<file path="src/core/reset_source_pkg.sv">
/*
 Constants for the reset source controller: register address, bit
 positions, reset values and timing counts.
 Assumes a 100 MHz system clock on ref_clk.
*/
package reset_source_pkg;

	// Register address on the special register port
	localparam logic [7:0] CAUSE_REG_ADDR = 8'hEF;

	// Bit positions of the reset cause register
	localparam int BIT_PIN        = 0;
	localparam int BIT_POWER      = 1;
	localparam int BIT_CLOCK_LOSS = 2;
	localparam int BIT_WATCHDOG   = 3;
	localparam int BIT_SOFT       = 4;
	localparam int BIT_RESERVED   = 5;
	localparam int BIT_FLASH      = 6;
	localparam int BIT_RTC        = 7;

	// Flag values after power-on; reserved bit always reads zero
	localparam logic [7:0] CAUSE_POWER_VALUE = 8'h02;
	localparam logic [7:0] CAUSE_READ_MASK   = 8'hDF;

	// Core restarts here after every reset
	localparam logic [15:0] BOOT_VECTOR = 16'h0000;

	// Timing
	localparam int CLK_PERIOD_NS     = 10;
	localparam int HOLD_NS           = 1000;
	localparam int HOLD_CYCLES       = (HOLD_NS + CLK_PERIOD_NS - 1) / CLK_PERIOD_NS;
	localparam int MCD_WINDOW_NS     = 100000;
	localparam int MCD_WINDOW_CYCLES = MCD_WINDOW_NS / CLK_PERIOD_NS;

	// Reset sequencer states
	typedef enum logic [1:0] {RUN, HOLD, RELEASE} seq_state_e;

endpackage

</file>
<file path="src/core/clock_loss_detector.sv">
/*
 Missing clock detector: watches a sampled copy of the system clock
 and fires when it stays at one level longer than the window.
 Assumes sys_clk_sample is synchronous to the faster ref_clk.
*/
`timescale 1ns/1ps
`default_nettype none
module clock_loss_detector
#(
	parameter int WINDOW_CYCLES = reset_source_pkg::MCD_WINDOW_CYCLES
)
(
	input  wire logic ref_clk,
	input  wire logic reset_n,
	input  wire logic ce,
	input  wire logic enable,
	input  wire logic sys_clk_sample,
	output logic      timeout
);
	logic        last_reg;
	logic [15:0] idle_reg;

	// Any edge of the watched clock restarts the one-shot
	always_ff @(posedge ref_clk)
	begin
		if (!reset_n)
		begin
			last_reg <= 1'b0;
			idle_reg <= 16'h0000;
		end
		else if (ce)
		begin
			last_reg <= sys_clk_sample;
			if (!enable || sys_clk_sample != last_reg)
				idle_reg <= 16'h0000;
			else if (idle_reg != 16'(WINDOW_CYCLES))
				idle_reg <= idle_reg + 16'h0001;
		end
	end

	assign timeout = enable && (idle_reg == 16'(WINDOW_CYCLES));
endmodule
`default_nettype wire

</file>
<file path="src/core/reset_hold_timer.sv">
/*
 Down-counter that stretches an internal reset to a minimum length.
 Assumes load and ce are synchronous to ref_clk.
*/
`timescale 1ns/1ps
`default_nettype none
module reset_hold_timer
(
	input  wire logic ref_clk,
	input  wire logic reset_n,
	input  wire logic ce,
	input  wire logic load,
	output logic      done
);
	logic [7:0] count_reg;

	// Reload on each new cause so the hold always reaches full length
	always_ff @(posedge ref_clk)
	begin
		if (!reset_n)
			count_reg <= 8'(reset_source_pkg::HOLD_CYCLES);
		else if (ce)
		begin
			if (load)
				count_reg <= 8'(reset_source_pkg::HOLD_CYCLES);
			else if (count_reg != 8'h00)
				count_reg <= count_reg - 8'h01;
		end
	end

	assign done = (count_reg == 8'h00);
endmodule
`default_nettype wire

</file>
<file path="src/core/reset_source_controller.sv">
/*
 Reset source controller: gathers the reset sources, holds the system
 in reset, drives the reset pin for supply resets only, and records
 the cause in one 8-bit register that reads flags and writes enables.
 Assumes a single-cycle register port and synchronous source inputs;
 reset_n is the power-on reset.
*/
`timescale 1ns/1ps
`default_nettype none
module reset_source_controller
#(
	parameter int MCD_WINDOW_CYCLES = reset_source_pkg::MCD_WINDOW_CYCLES
)
(
	input  wire logic        ref_clk,
	input  wire logic        reset_n,
	input  wire logic        ce,
	input  wire logic [7:0]  sfr_addr,
	input  wire logic        sfr_wr,
	input  wire logic        sfr_rd,
	input  wire logic [7:0]  sfr_wdata,
	output logic      [7:0]  sfr_rdata,
	input  wire logic        rst_pin_in,
	output logic             rst_pin_out,
	output logic             rst_pin_oe,
	input  wire logic        supply_mon_wr,
	input  wire logic        supply_mon_wdata,
	input  wire logic        supply_low,
	input  wire logic        supply_settled,
	input  wire logic        sleep_mode,
	input  wire logic        sys_clk_sample,
	input  wire logic        watchdog_overflow,
	input  wire logic        flash_fault,
	input  wire logic        rtc_alarm,
	input  wire logic        rtc_osc_fail,
	output logic             supply_monitor_on,
	output logic             sys_reset_n,
	output logic             defaults_load,
	output logic      [15:0] boot_addr
);
	reset_source_pkg::seq_state_e state_reg;
	logic [7:0] flags_reg;
	logic [7:0] pending_reg;
	logic [7:0] src;
	logic       supply_select_reg;
	logic       clock_loss_en_reg;
	logic       rtc_en_reg;
	logic       reg_write;
	logic       reg_read;
	logic       mcd_timeout;
	logic       hold_done;
	logic       hold_load;
	logic       release_now;

	// Register port decode
	assign reg_write = sfr_wr && (sfr_addr == reset_source_pkg::CAUSE_REG_ADDR);
	assign reg_read  = sfr_rd && (sfr_addr == reset_source_pkg::CAUSE_REG_ADDR);

	// Live reset requests, one per cause bit
	always_comb
	begin
		src = 8'h00;
		// Own drive on the pin is no outside request, else the hold never ends
		src[reset_source_pkg::BIT_PIN] = !rst_pin_in && !rst_pin_oe;
		// Supply fail is blocked in sleep to keep RAM alive
		src[reset_source_pkg::BIT_POWER] = (supply_select_reg && supply_monitor_on && supply_low && !sleep_mode)
			|| (reg_write && sfr_wdata[reset_source_pkg::BIT_POWER]
			&& (!supply_monitor_on || !supply_settled));
		src[reset_source_pkg::BIT_CLOCK_LOSS] = mcd_timeout;
		src[reset_source_pkg::BIT_WATCHDOG] = watchdog_overflow;
		src[reset_source_pkg::BIT_SOFT] = reg_write && sfr_wdata[reset_source_pkg::BIT_SOFT];
		src[reset_source_pkg::BIT_FLASH] = flash_fault;
		// Not gated by sleep so alarms still wake and reset
		src[reset_source_pkg::BIT_RTC] = rtc_en_reg && (rtc_alarm || rtc_osc_fail);
	end

	assign hold_load   = (src != 8'h00);
	assign release_now = (state_reg == reset_source_pkg::HOLD) && hold_done && (src == 8'h00);

	reset_hold_timer u_hold
	(
		.ref_clk (ref_clk),
		.reset_n (reset_n),
		.ce      (ce),
		.load    (hold_load),
		.done    (hold_done)
	);

	clock_loss_detector #(.WINDOW_CYCLES(MCD_WINDOW_CYCLES)) u_mcd
	(
		.ref_clk        (ref_clk),
		.reset_n        (reset_n),
		.ce             (ce),
		.enable         (clock_loss_en_reg && state_reg == reset_source_pkg::RUN),
		.sys_clk_sample (sys_clk_sample),
		.timeout        (mcd_timeout)
	);

	// Sequencer: run, hold while any cause persists, release one cycle
	always_ff @(posedge ref_clk)
	begin
		if (!reset_n)
		begin
			state_reg   <= reset_source_pkg::HOLD;
			pending_reg <= reset_source_pkg::CAUSE_POWER_VALUE;
		end
		else if (ce)
		begin
			case (state_reg)
				reset_source_pkg::RUN:
				begin
					if (src != 8'h00)
					begin
						state_reg   <= reset_source_pkg::HOLD;
						pending_reg <= src;
					end
				end
				reset_source_pkg::HOLD:
				begin
					pending_reg <= pending_reg | src;
					if (release_now)
						state_reg <= reset_source_pkg::RELEASE;
				end
				reset_source_pkg::RELEASE:
					state_reg <= reset_source_pkg::RUN;
				default:
					state_reg <= reset_source_pkg::HOLD;
			endcase
		end
	end

	// System reset asserted from the cycle after a cause is seen
	always_ff @(posedge ref_clk)
	begin
		if (!reset_n)
			sys_reset_n <= 1'b0;
		else if (ce)
			sys_reset_n <= (state_reg == reset_source_pkg::RELEASE)
				|| (state_reg == reset_source_pkg::RUN && src == 8'h00);
	end

	// Pin is pulled low only for power-on and supply resets
	always_ff @(posedge ref_clk)
	begin
		if (!reset_n)
		begin
			rst_pin_oe  <= 1'b1;
			rst_pin_out <= 1'b0;
		end
		else if (ce)
		begin
			if (state_reg == reset_source_pkg::RUN && src[reset_source_pkg::BIT_POWER])
				rst_pin_oe <= 1'b1;
			else if (state_reg == reset_source_pkg::HOLD && src[reset_source_pkg::BIT_POWER])
				rst_pin_oe <= 1'b1;
			else if (release_now)
				rst_pin_oe <= 1'b0;
		end
	end

	// Cause flags latched at release; power cause clears the rest
	always_ff @(posedge ref_clk)
	begin
		if (!reset_n)
			flags_reg <= reset_source_pkg::CAUSE_POWER_VALUE;
		else if (ce && release_now)
		begin
			if (pending_reg[reset_source_pkg::BIT_POWER])
				flags_reg <= reset_source_pkg::CAUSE_POWER_VALUE;
			else
				flags_reg <= pending_reg & reset_source_pkg::CAUSE_READ_MASK;
		end
	end

	// Supply monitor state survives all but power resets
	always_ff @(posedge ref_clk)
	begin
		if (!reset_n)
		begin
			supply_monitor_on <= 1'b1;
			supply_select_reg <= 1'b1;
		end
		else if (ce)
		begin
			if (release_now && pending_reg[reset_source_pkg::BIT_POWER])
			begin
				supply_monitor_on <= 1'b1;
				supply_select_reg <= 1'b1;
			end
			else if (state_reg == reset_source_pkg::RUN)
			begin
				if (supply_mon_wr)
					supply_monitor_on <= supply_mon_wdata;
				if (reg_write)
					supply_select_reg <= sfr_wdata[reset_source_pkg::BIT_POWER];
			end
		end
	end

	// Optional sources are write-only enables, dropped by any reset
	always_ff @(posedge ref_clk)
	begin
		if (!reset_n)
		begin
			clock_loss_en_reg <= 1'b0;
			rtc_en_reg        <= 1'b0;
		end
		else if (ce)
		begin
			if (state_reg != reset_source_pkg::RUN)
			begin
				clock_loss_en_reg <= 1'b0;
				rtc_en_reg        <= 1'b0;
			end
			else if (reg_write)
			begin
				clock_loss_en_reg <= sfr_wdata[reset_source_pkg::BIT_CLOCK_LOSS];
				rtc_en_reg        <= sfr_wdata[reset_source_pkg::BIT_RTC];
			end
		end
	end

	// Read side only ever sees the flags, never the enables
	always_ff @(posedge ref_clk)
	begin
		if (!reset_n)
			sfr_rdata <= 8'h00;
		else if (ce)
			sfr_rdata <= reg_read ? flags_reg : 8'h00;
	end

	// Restart defaults for the core at every release
	always_ff @(posedge ref_clk)
	begin
		if (!reset_n)
		begin
			defaults_load <= 1'b0;
			boot_addr     <= reset_source_pkg::BOOT_VECTOR;
		end
		else if (ce)
		begin
			defaults_load <= (state_reg == reset_source_pkg::RELEASE);
			boot_addr     <= reset_source_pkg::BOOT_VECTOR;
		end
	end

	AST_MONITOR_ON_AFTER_POR: assert property (@(posedge ref_clk)
		!reset_n |=> supply_monitor_on)
		else $error("supply monitor not on after power-on");

	AST_PIN_ENTERS_RESET: assert property (@(posedge ref_clk) disable iff (!reset_n)
		ce && !rst_pin_in && state_reg == reset_source_pkg::RUN |=> !sys_reset_n && state_reg == reset_source_pkg::HOLD)
		else $error("low reset pin did not reset device");

	AST_PIN_UNDRIVEN: assert property (@(posedge ref_clk) disable iff (!reset_n)
		state_reg == reset_source_pkg::HOLD && !pending_reg[reset_source_pkg::BIT_POWER] |-> !rst_pin_oe)
		else $error("reset pin driven for non-supply reset");

	AST_SOFT_FORCE: assert property (@(posedge ref_clk) disable iff (!reset_n)
		ce && reg_write && sfr_wdata[reset_source_pkg::BIT_SOFT] && state_reg == reset_source_pkg::RUN
		|=> !sys_reset_n && pending_reg[reset_source_pkg::BIT_SOFT])
		else $error("software write did not force reset");

	AST_POWER_CLEARS_OTHERS: assert property (@(posedge ref_clk) disable iff (!reset_n)
		ce && release_now && pending_reg[reset_source_pkg::BIT_POWER]
		|=> flags_reg == reset_source_pkg::CAUSE_POWER_VALUE)
		else $error("flags wrong after power reset");

	AST_CAUSE_CAPTURED: assert property (@(posedge ref_clk) disable iff (!reset_n)
		ce && release_now && !pending_reg[reset_source_pkg::BIT_POWER]
		|=> flags_reg == ($past(pending_reg) & reset_source_pkg::CAUSE_READ_MASK) && !flags_reg[1])
		else $error("cause flags not captured at release");

	AST_FLAGS_STEADY: assert property (@(posedge ref_clk) disable iff (!reset_n)
		state_reg == reset_source_pkg::RUN && $past(state_reg) == reset_source_pkg::RUN |-> $stable(flags_reg))
		else $error("cause flags changed while running");

	AST_READ_FLAGS: assert property (@(posedge ref_clk) disable iff (!reset_n)
		ce && reg_read |=> sfr_rdata == $past(flags_reg))
		else $error("register read does not return flags");

	AST_RESTART_DEFAULTS: assert property (@(posedge ref_clk) disable iff (!reset_n)
		ce && state_reg == reset_source_pkg::RELEASE
		|=> defaults_load && sys_reset_n && boot_addr == reset_source_pkg::BOOT_VECTOR)
		else $error("restart defaults not loaded");

	AST_RTC_SLEEP: assert property (@(posedge ref_clk) disable iff (!reset_n)
		ce && sleep_mode && rtc_en_reg && rtc_alarm && state_reg == reset_source_pkg::RUN |=> !sys_reset_n)
		else $error("RTC reset lost in sleep");
endmodule
`default_nettype wire

</file>
<file path="config.mk">
export PLATFORM = sky130hd
export DESIGN_NAME = reset_source_controller
export DESIGN_NICKNAME = d
export VERILOG_FILES = /design/src/core/reset_source_pkg.sv /design/src/core/clock_loss_detector.sv /design/src/core/reset_hold_timer.sv /design/src/core/reset_source_controller.sv
export SDC_FILE = /design/constraint.sdc
export NUM_CORES = 1
export LEC_CHECK = 0
export BUFFER_PORTS_ARGS = -buffer_cell sky130_fd_sc_hd__buf_2
export CAP_MARGIN = 40
export CELL_PAD_IN_SITES_DETAIL_PLACEMENT = 1
export CELL_PAD_IN_SITES_GLOBAL_PLACEMENT = 1
export CORE_MARGIN = 4
export CORE_UTILIZATION = 44
export DETAILED_ROUTE_END_ITERATION = 10
export GPL_TIMING_DRIVEN = 0
export PLACE_DENSITY = 0.82
export SETUP_SLACK_MARGIN = 0.02
export SYNTH_ARGS = -nofsm -noshare
export SYNTH_HDL_FRONTEND = slang
export SYNTH_HIERARCHICAL = 1
export SYNTH_SLANG_ARGS = --single-unit
export TNS_END_PERCENT = 20
</file>
<file path="constraint.sdc">
create_clock -name ref_clk -period 5.9 [get_ports ref_clk]
set_clock_uncertainty 0.05 [all_clocks]
set_input_delay 0.295 -clock ref_clk [delete_from_list [all_inputs] [get_ports ref_clk]]
set_output_delay 0.295 -clock ref_clk [all_outputs]
set_load 0.02 [all_outputs]
</file>
; After elaboration in Yosys (flattened, before gate mapping)
; Index checks and enable logic that the tools add are counted.
[totals]
regBits = 58
latch_bits = 0
ram_bits = 0
rom_bits = 0
in_bits = 32
out_inout_bits = 29
wordCells = 101
memories = 0
[op_classes]
n_addsub = 2
mul = 0
div_mod_pow = 0
order_cmp = 0
eq_ne = 8
shifts = 0
muxes = 24
n_bitwise = 1
n_reduce_logical = 52
[ops]
columns = operator, count
row1 = $mux W8, 5
row2 = $mux W16, 2
row3 = $logic_and A1 B1 Y1, 19
row4 = $add A16 B1 Y16 const B, 1
row5 = $eq A16 B14 Y1 const B, 1
row6 = $logic_not A8 Y1, 2
row7 = $ne A16 B14 Y1 const B, 1
row8 = $pmux W8 S2, 1
row9 = $reduce_bool A2 Y1, 8
row10 = $reduce_bool A8 Y1, 2
row11 = $mux W1, 13
row12 = $reduce_and A3 Y1, 4
row13 = $eq A8 B8 Y1 const B, 1
row14 = $or A8 B8 Y8, 1
row15 = $reduce_and A2 Y1, 4
row16 = $sub A8 B1 Y8 const B, 1
row17 = $logic_not A1 Y1, 6
row18 = $pmux W2 S3, 1
row19 = $logic_or A1 B1 Y1, 5
row20 = $mux W2, 2
row21 = $ne A2 B2 Y1 const B, 2
row22 = $reduce_bool A3 Y1, 1
row23 = $eq A2 B1 Y1 const B, 1
row24 = $eq A2 B2 Y1 const B, 1
row25 = 2 further kinds, 2

; Longest topological paths before layout
[depth]
depth_word = 10
depth_mapped = 15
depth_no_buf = 13

; By module
; The synthesis kept the hierarchy.
[modules_own_cells]
columns = module, n_inst, cells_per_inst, area_each_um2, seq_area_each_um2
row1 = reset_source_controller, 1, 162, 1500.2, 600.6
row2 = clock_loss_detector, 1, 126, 1058.5, 340.3
row3 = reset_hold_timer, 1, 50, 471.7, 160.2

; Least setup slack after synthesis
; OpenSTA, ideal clock, no wires.
[synth_path]
path_kind = register to register
from = register u_mcd.idle_reg[0]
to = register u_hold.count_reg[5]
setup_time_ns = 0.130
arrival_time_ns = 3.116
required_time_ns = 5.720
path_slack_ns = 2.604
stages_incl_launch_ff = 15
n_path_buf = 1
period_less_slack_ns = 3.296
path_cell_list = dfxtp_1 inv_1 ha_1 nor4b_1 and4b_1 clkbuf_1 and2_1 nor3_2 o211ai_1 a2111oi_4 inv_1 or3b_2 o311ai_4 or3_1 nand3_1
[synth_via]
elab_chain_len = 5
word_cells_on_any_way = 6
cone_classes = eq/ne (1) / mux (1) / reduce/logical (4)
[synth_rtl]
columns = item, line_no
row1 = start: declaration, clock_loss_detector.sv:21  ; logic [15:0] idle_reg;
row2 = start signal: assignment, clock_loss_detector.sv:37  ; idle_reg <= idle_reg + 16'h0001;
row3 = $eq A16 B14 Y1 *, clock_loss_detector.sv:41  ; assign timeout = enable && (idle_reg == 16'(WINDOW_CYCLES));
row4 = $logic_and A1 B1 Y1 *, clock_loss_detector.sv:41
row5 = net mcd_timeout, reset_source_controller.sv:50  ; logic mcd_timeout;
row6 = $reduce_bool A8 Y1 *, reset_source_controller.sv:77  ; assign hold_load = (src != 8'h00);
row7 = net hold_load, reset_source_controller.sv:52  ; logic hold_load;
row8 = $reduce_bool A2 Y1 (no source line), -
row9 = $reduce_and A2 Y1 (no source line), -
row10 = end signal: assignment, reset_hold_timer.sv:21  ; count_reg <= 8'(reset_source_pkg::HOLD_CYCLES);
row11 = end signal: assignment, reset_hold_timer.sv:25  ; count_reg <= 8'(reset_source_pkg::HOLD_CYCLES);
row12 = end signal: assignment, reset_hold_timer.sv:27  ; count_reg <= count_reg - 8'h01;
row13 = end: declaration, reset_hold_timer.sv:15  ; logic [7:0] count_reg;
; Mark *: on every way through the listed nets, which the timed path passes. The rest lies on a longest branch.
; A chain may end at the register's enable or synchronous reset.

; Final worst setup path
; Same ends and word-level chain as after synthesis.

==> metrics.txt <==
Worst path max stage delay 0.62 ns; PortBufs 38; CTS buffer count 5; minimum clock period 3.83 ns; worst vdd ir 0.000101 V; WS Path Type reg2reg; Slew @ Worst Pin 0.840 ns; Setup crit end kind flop; total die area 8280 um^2; Post-Place Setup Slack 2.12 ns; Final setup violation count 0; Final Max Tran Viols 0; Synth Warn # 6; Final WS setup 2.07 ns; crit-path cells inv_1 -> ha_1 -> nor4b_1 -> and4b_1 -> clkbuf_1 -> and2_1 -> nor3_2 -> o211ai_1 -> a2111oi_4 -> inv_1 -> or3b_2 -> o311ai_4 -> or3_1 -> nand3_1; EDFF count, synth 0; final hold viol count 0; Crit path arrival time 3.97 ns; Max FO, Critical Path 8; relative slew slack 0.435; Max Clk Rate 0.261 GHz; Period Utilization, post-route 0.649; Post-Layout Cell Count 478; H-Tree Depth 2; most frequent cell after synthesis dfxtp_1; Gate Count Post-Synth 338; drt via density 5.79; Leak 1.33 nW; sequential area share after synthesis 0.363; first-pass GRT wire length 13.7 mm; setup TNS 0 ns; row cnt 29; most used cell, CP inv_1; Post-synth ARST share 0; die width 91.0 um; Avg Cell Area, Syn 8.97 um^2; Hold WS 0.167 ns; initial antenna violation count 0; Layout area overhead 14.6%; CP required 6.04 ns; total power 0.679 mW; outcome completed; Global Route Usage Sum 0.198; DIE HEIGHT 91.0 um; top_reg_cell synth dfxtp_1; cell taking the most area after synthesis dfxtp_1; CTS root buf clkbuf_8; Setup Buffers After CTS 0; synthesized area 3030 um^2; total placed cells including tap cells 470; path type of the worst min-delay path in2reg; CTS tree done; # resized after CTS 0; clk slew on worst S/H paths 0.11 ns; core area 6530 um^2; Synth area leaders dfxtp_1, buf_4, nand2_1; footprint of the multi-input gates 1720 um^2; initial core utilization 0.464; register area 1100 um^2; Ant. Diodes 0; clock sink count 55; Crit path max-delay family simple AND/OR/NAND/NOR gates; Post-Route WL 7.91 mm; Routed Antenna Nets 0; Largest register FFs 16; crit start category flop; PwrDens 195 nW/um^2; WP buf/inv 3; drt pass-1 iters 4; RSZ-0062 raised after global routing false; vias in the first global route 2940; Synth Register Bits 55; vias post-DR 2768; Initial DRC Count 125; Post-synth top cells dfxtp_1, nand2_1, buf_4, inv_1, nand3_1; WL/cell 16.5 um; CTS hold repair buffers 0; max cap viols 0; final weighted congestion in routability-driven placement 0.840; post-synth top area share 0.363; Clk Latency, worst-skew pair 0.32 ns; largest net degree at the start of global routing 19; slowest CP cell a2111oi_4; Longest Clk Path Bufs 2; total gr overflow 0; nets 439; Residual DRC 0; Netlist cell types 71; HPWL Detailed 6.03 mm; # IOs 61; fill count 794; layout cells sized above 1 0.219
==> layout make-up <==
class	count	area share
repair buffers	38	0.0548
clock inverters	3	0.00684
inverters	19	0.0205
well taps	77	0.0277
flip-flops and latches	55	0.317
plain buffers	34	0.0587
clock buffers	5	0.0198
multi-input cells	247	0.495
==> cell usage in the layout (no fill, tap or decap), types with 6 or more instances in the layout <==
cell type,instances
dfxtp_1,55
buf_2,39
nand2_1,29
inv_1,18
buf_4,18
conb_1,18
nand3_1,15
clkbuf_1,14
nor2b_1,11
o21ai_0,11
a22oi_1,9
nor2_1,8
nand4_1,7
and2_1,7
ha_1,7
or4_1,7
o211ai_1,6
a21boi_1,6
o311ai_0,6
==> power breakdown <==
part           switching [mW]  internal (mW)
Sequential            0.00292          0.375
Combinational          0.0480         0.0319
Clock                   0.136         0.0853
Total                   0.187          0.492
==> worst paths after layout <==
path	startpoint	to	slack (ns)	cells after the start
worst min-delay path	supply_mon_wdata	supply_monitor_on	0.17	2
worst max-delay path	u_mcd/idle_reg[0]	u_hold/count_reg[5]	2.07	14
worst max register to register	u_mcd/idle_reg[0]	u_hold/count_reg[5]	2.07	14
worst min register to register	flags_reg[6]	flags_reg[6]	0.41	2
==> logic make-up (layout without fill, tap and decap cells) <==
group | count (synthesis) | after routing | synth area share
DFF | 55 | 55 | 0.363
adders and majority gates | 7 | 7 | 0.0289
AOI/OAI and AO/OA | 85 | 85 | 0.231
buffers and inverters | 53 | 99 | 0.0908
muxes | 4 | 4 | 0.0136
xor gates and xnor gates | 3 | 3 | 0.00867
and+or+nand+nor | 130 | 130 | 0.263
other | 1 | 18 | 0.00124
==> per-stage QoR <==
step	instance area, um^2	utilization
floorplan	3090	-
global placement	3380	0.518
detailed placement	3380	0.518
CTS	3470	0.532
global route	3470	0.532
finish	3470	0.532
==> metal layers <==
metal	global-route usage	share of wire	wire length, um
met5	0	0	0
met4	0.0515	0.011	89
met2	0.361	0.51	4000
met1	0.237	0.45	3530
met3	0.0388	0.037	289
Note: power is estimated with default switching activity, not from simulation.
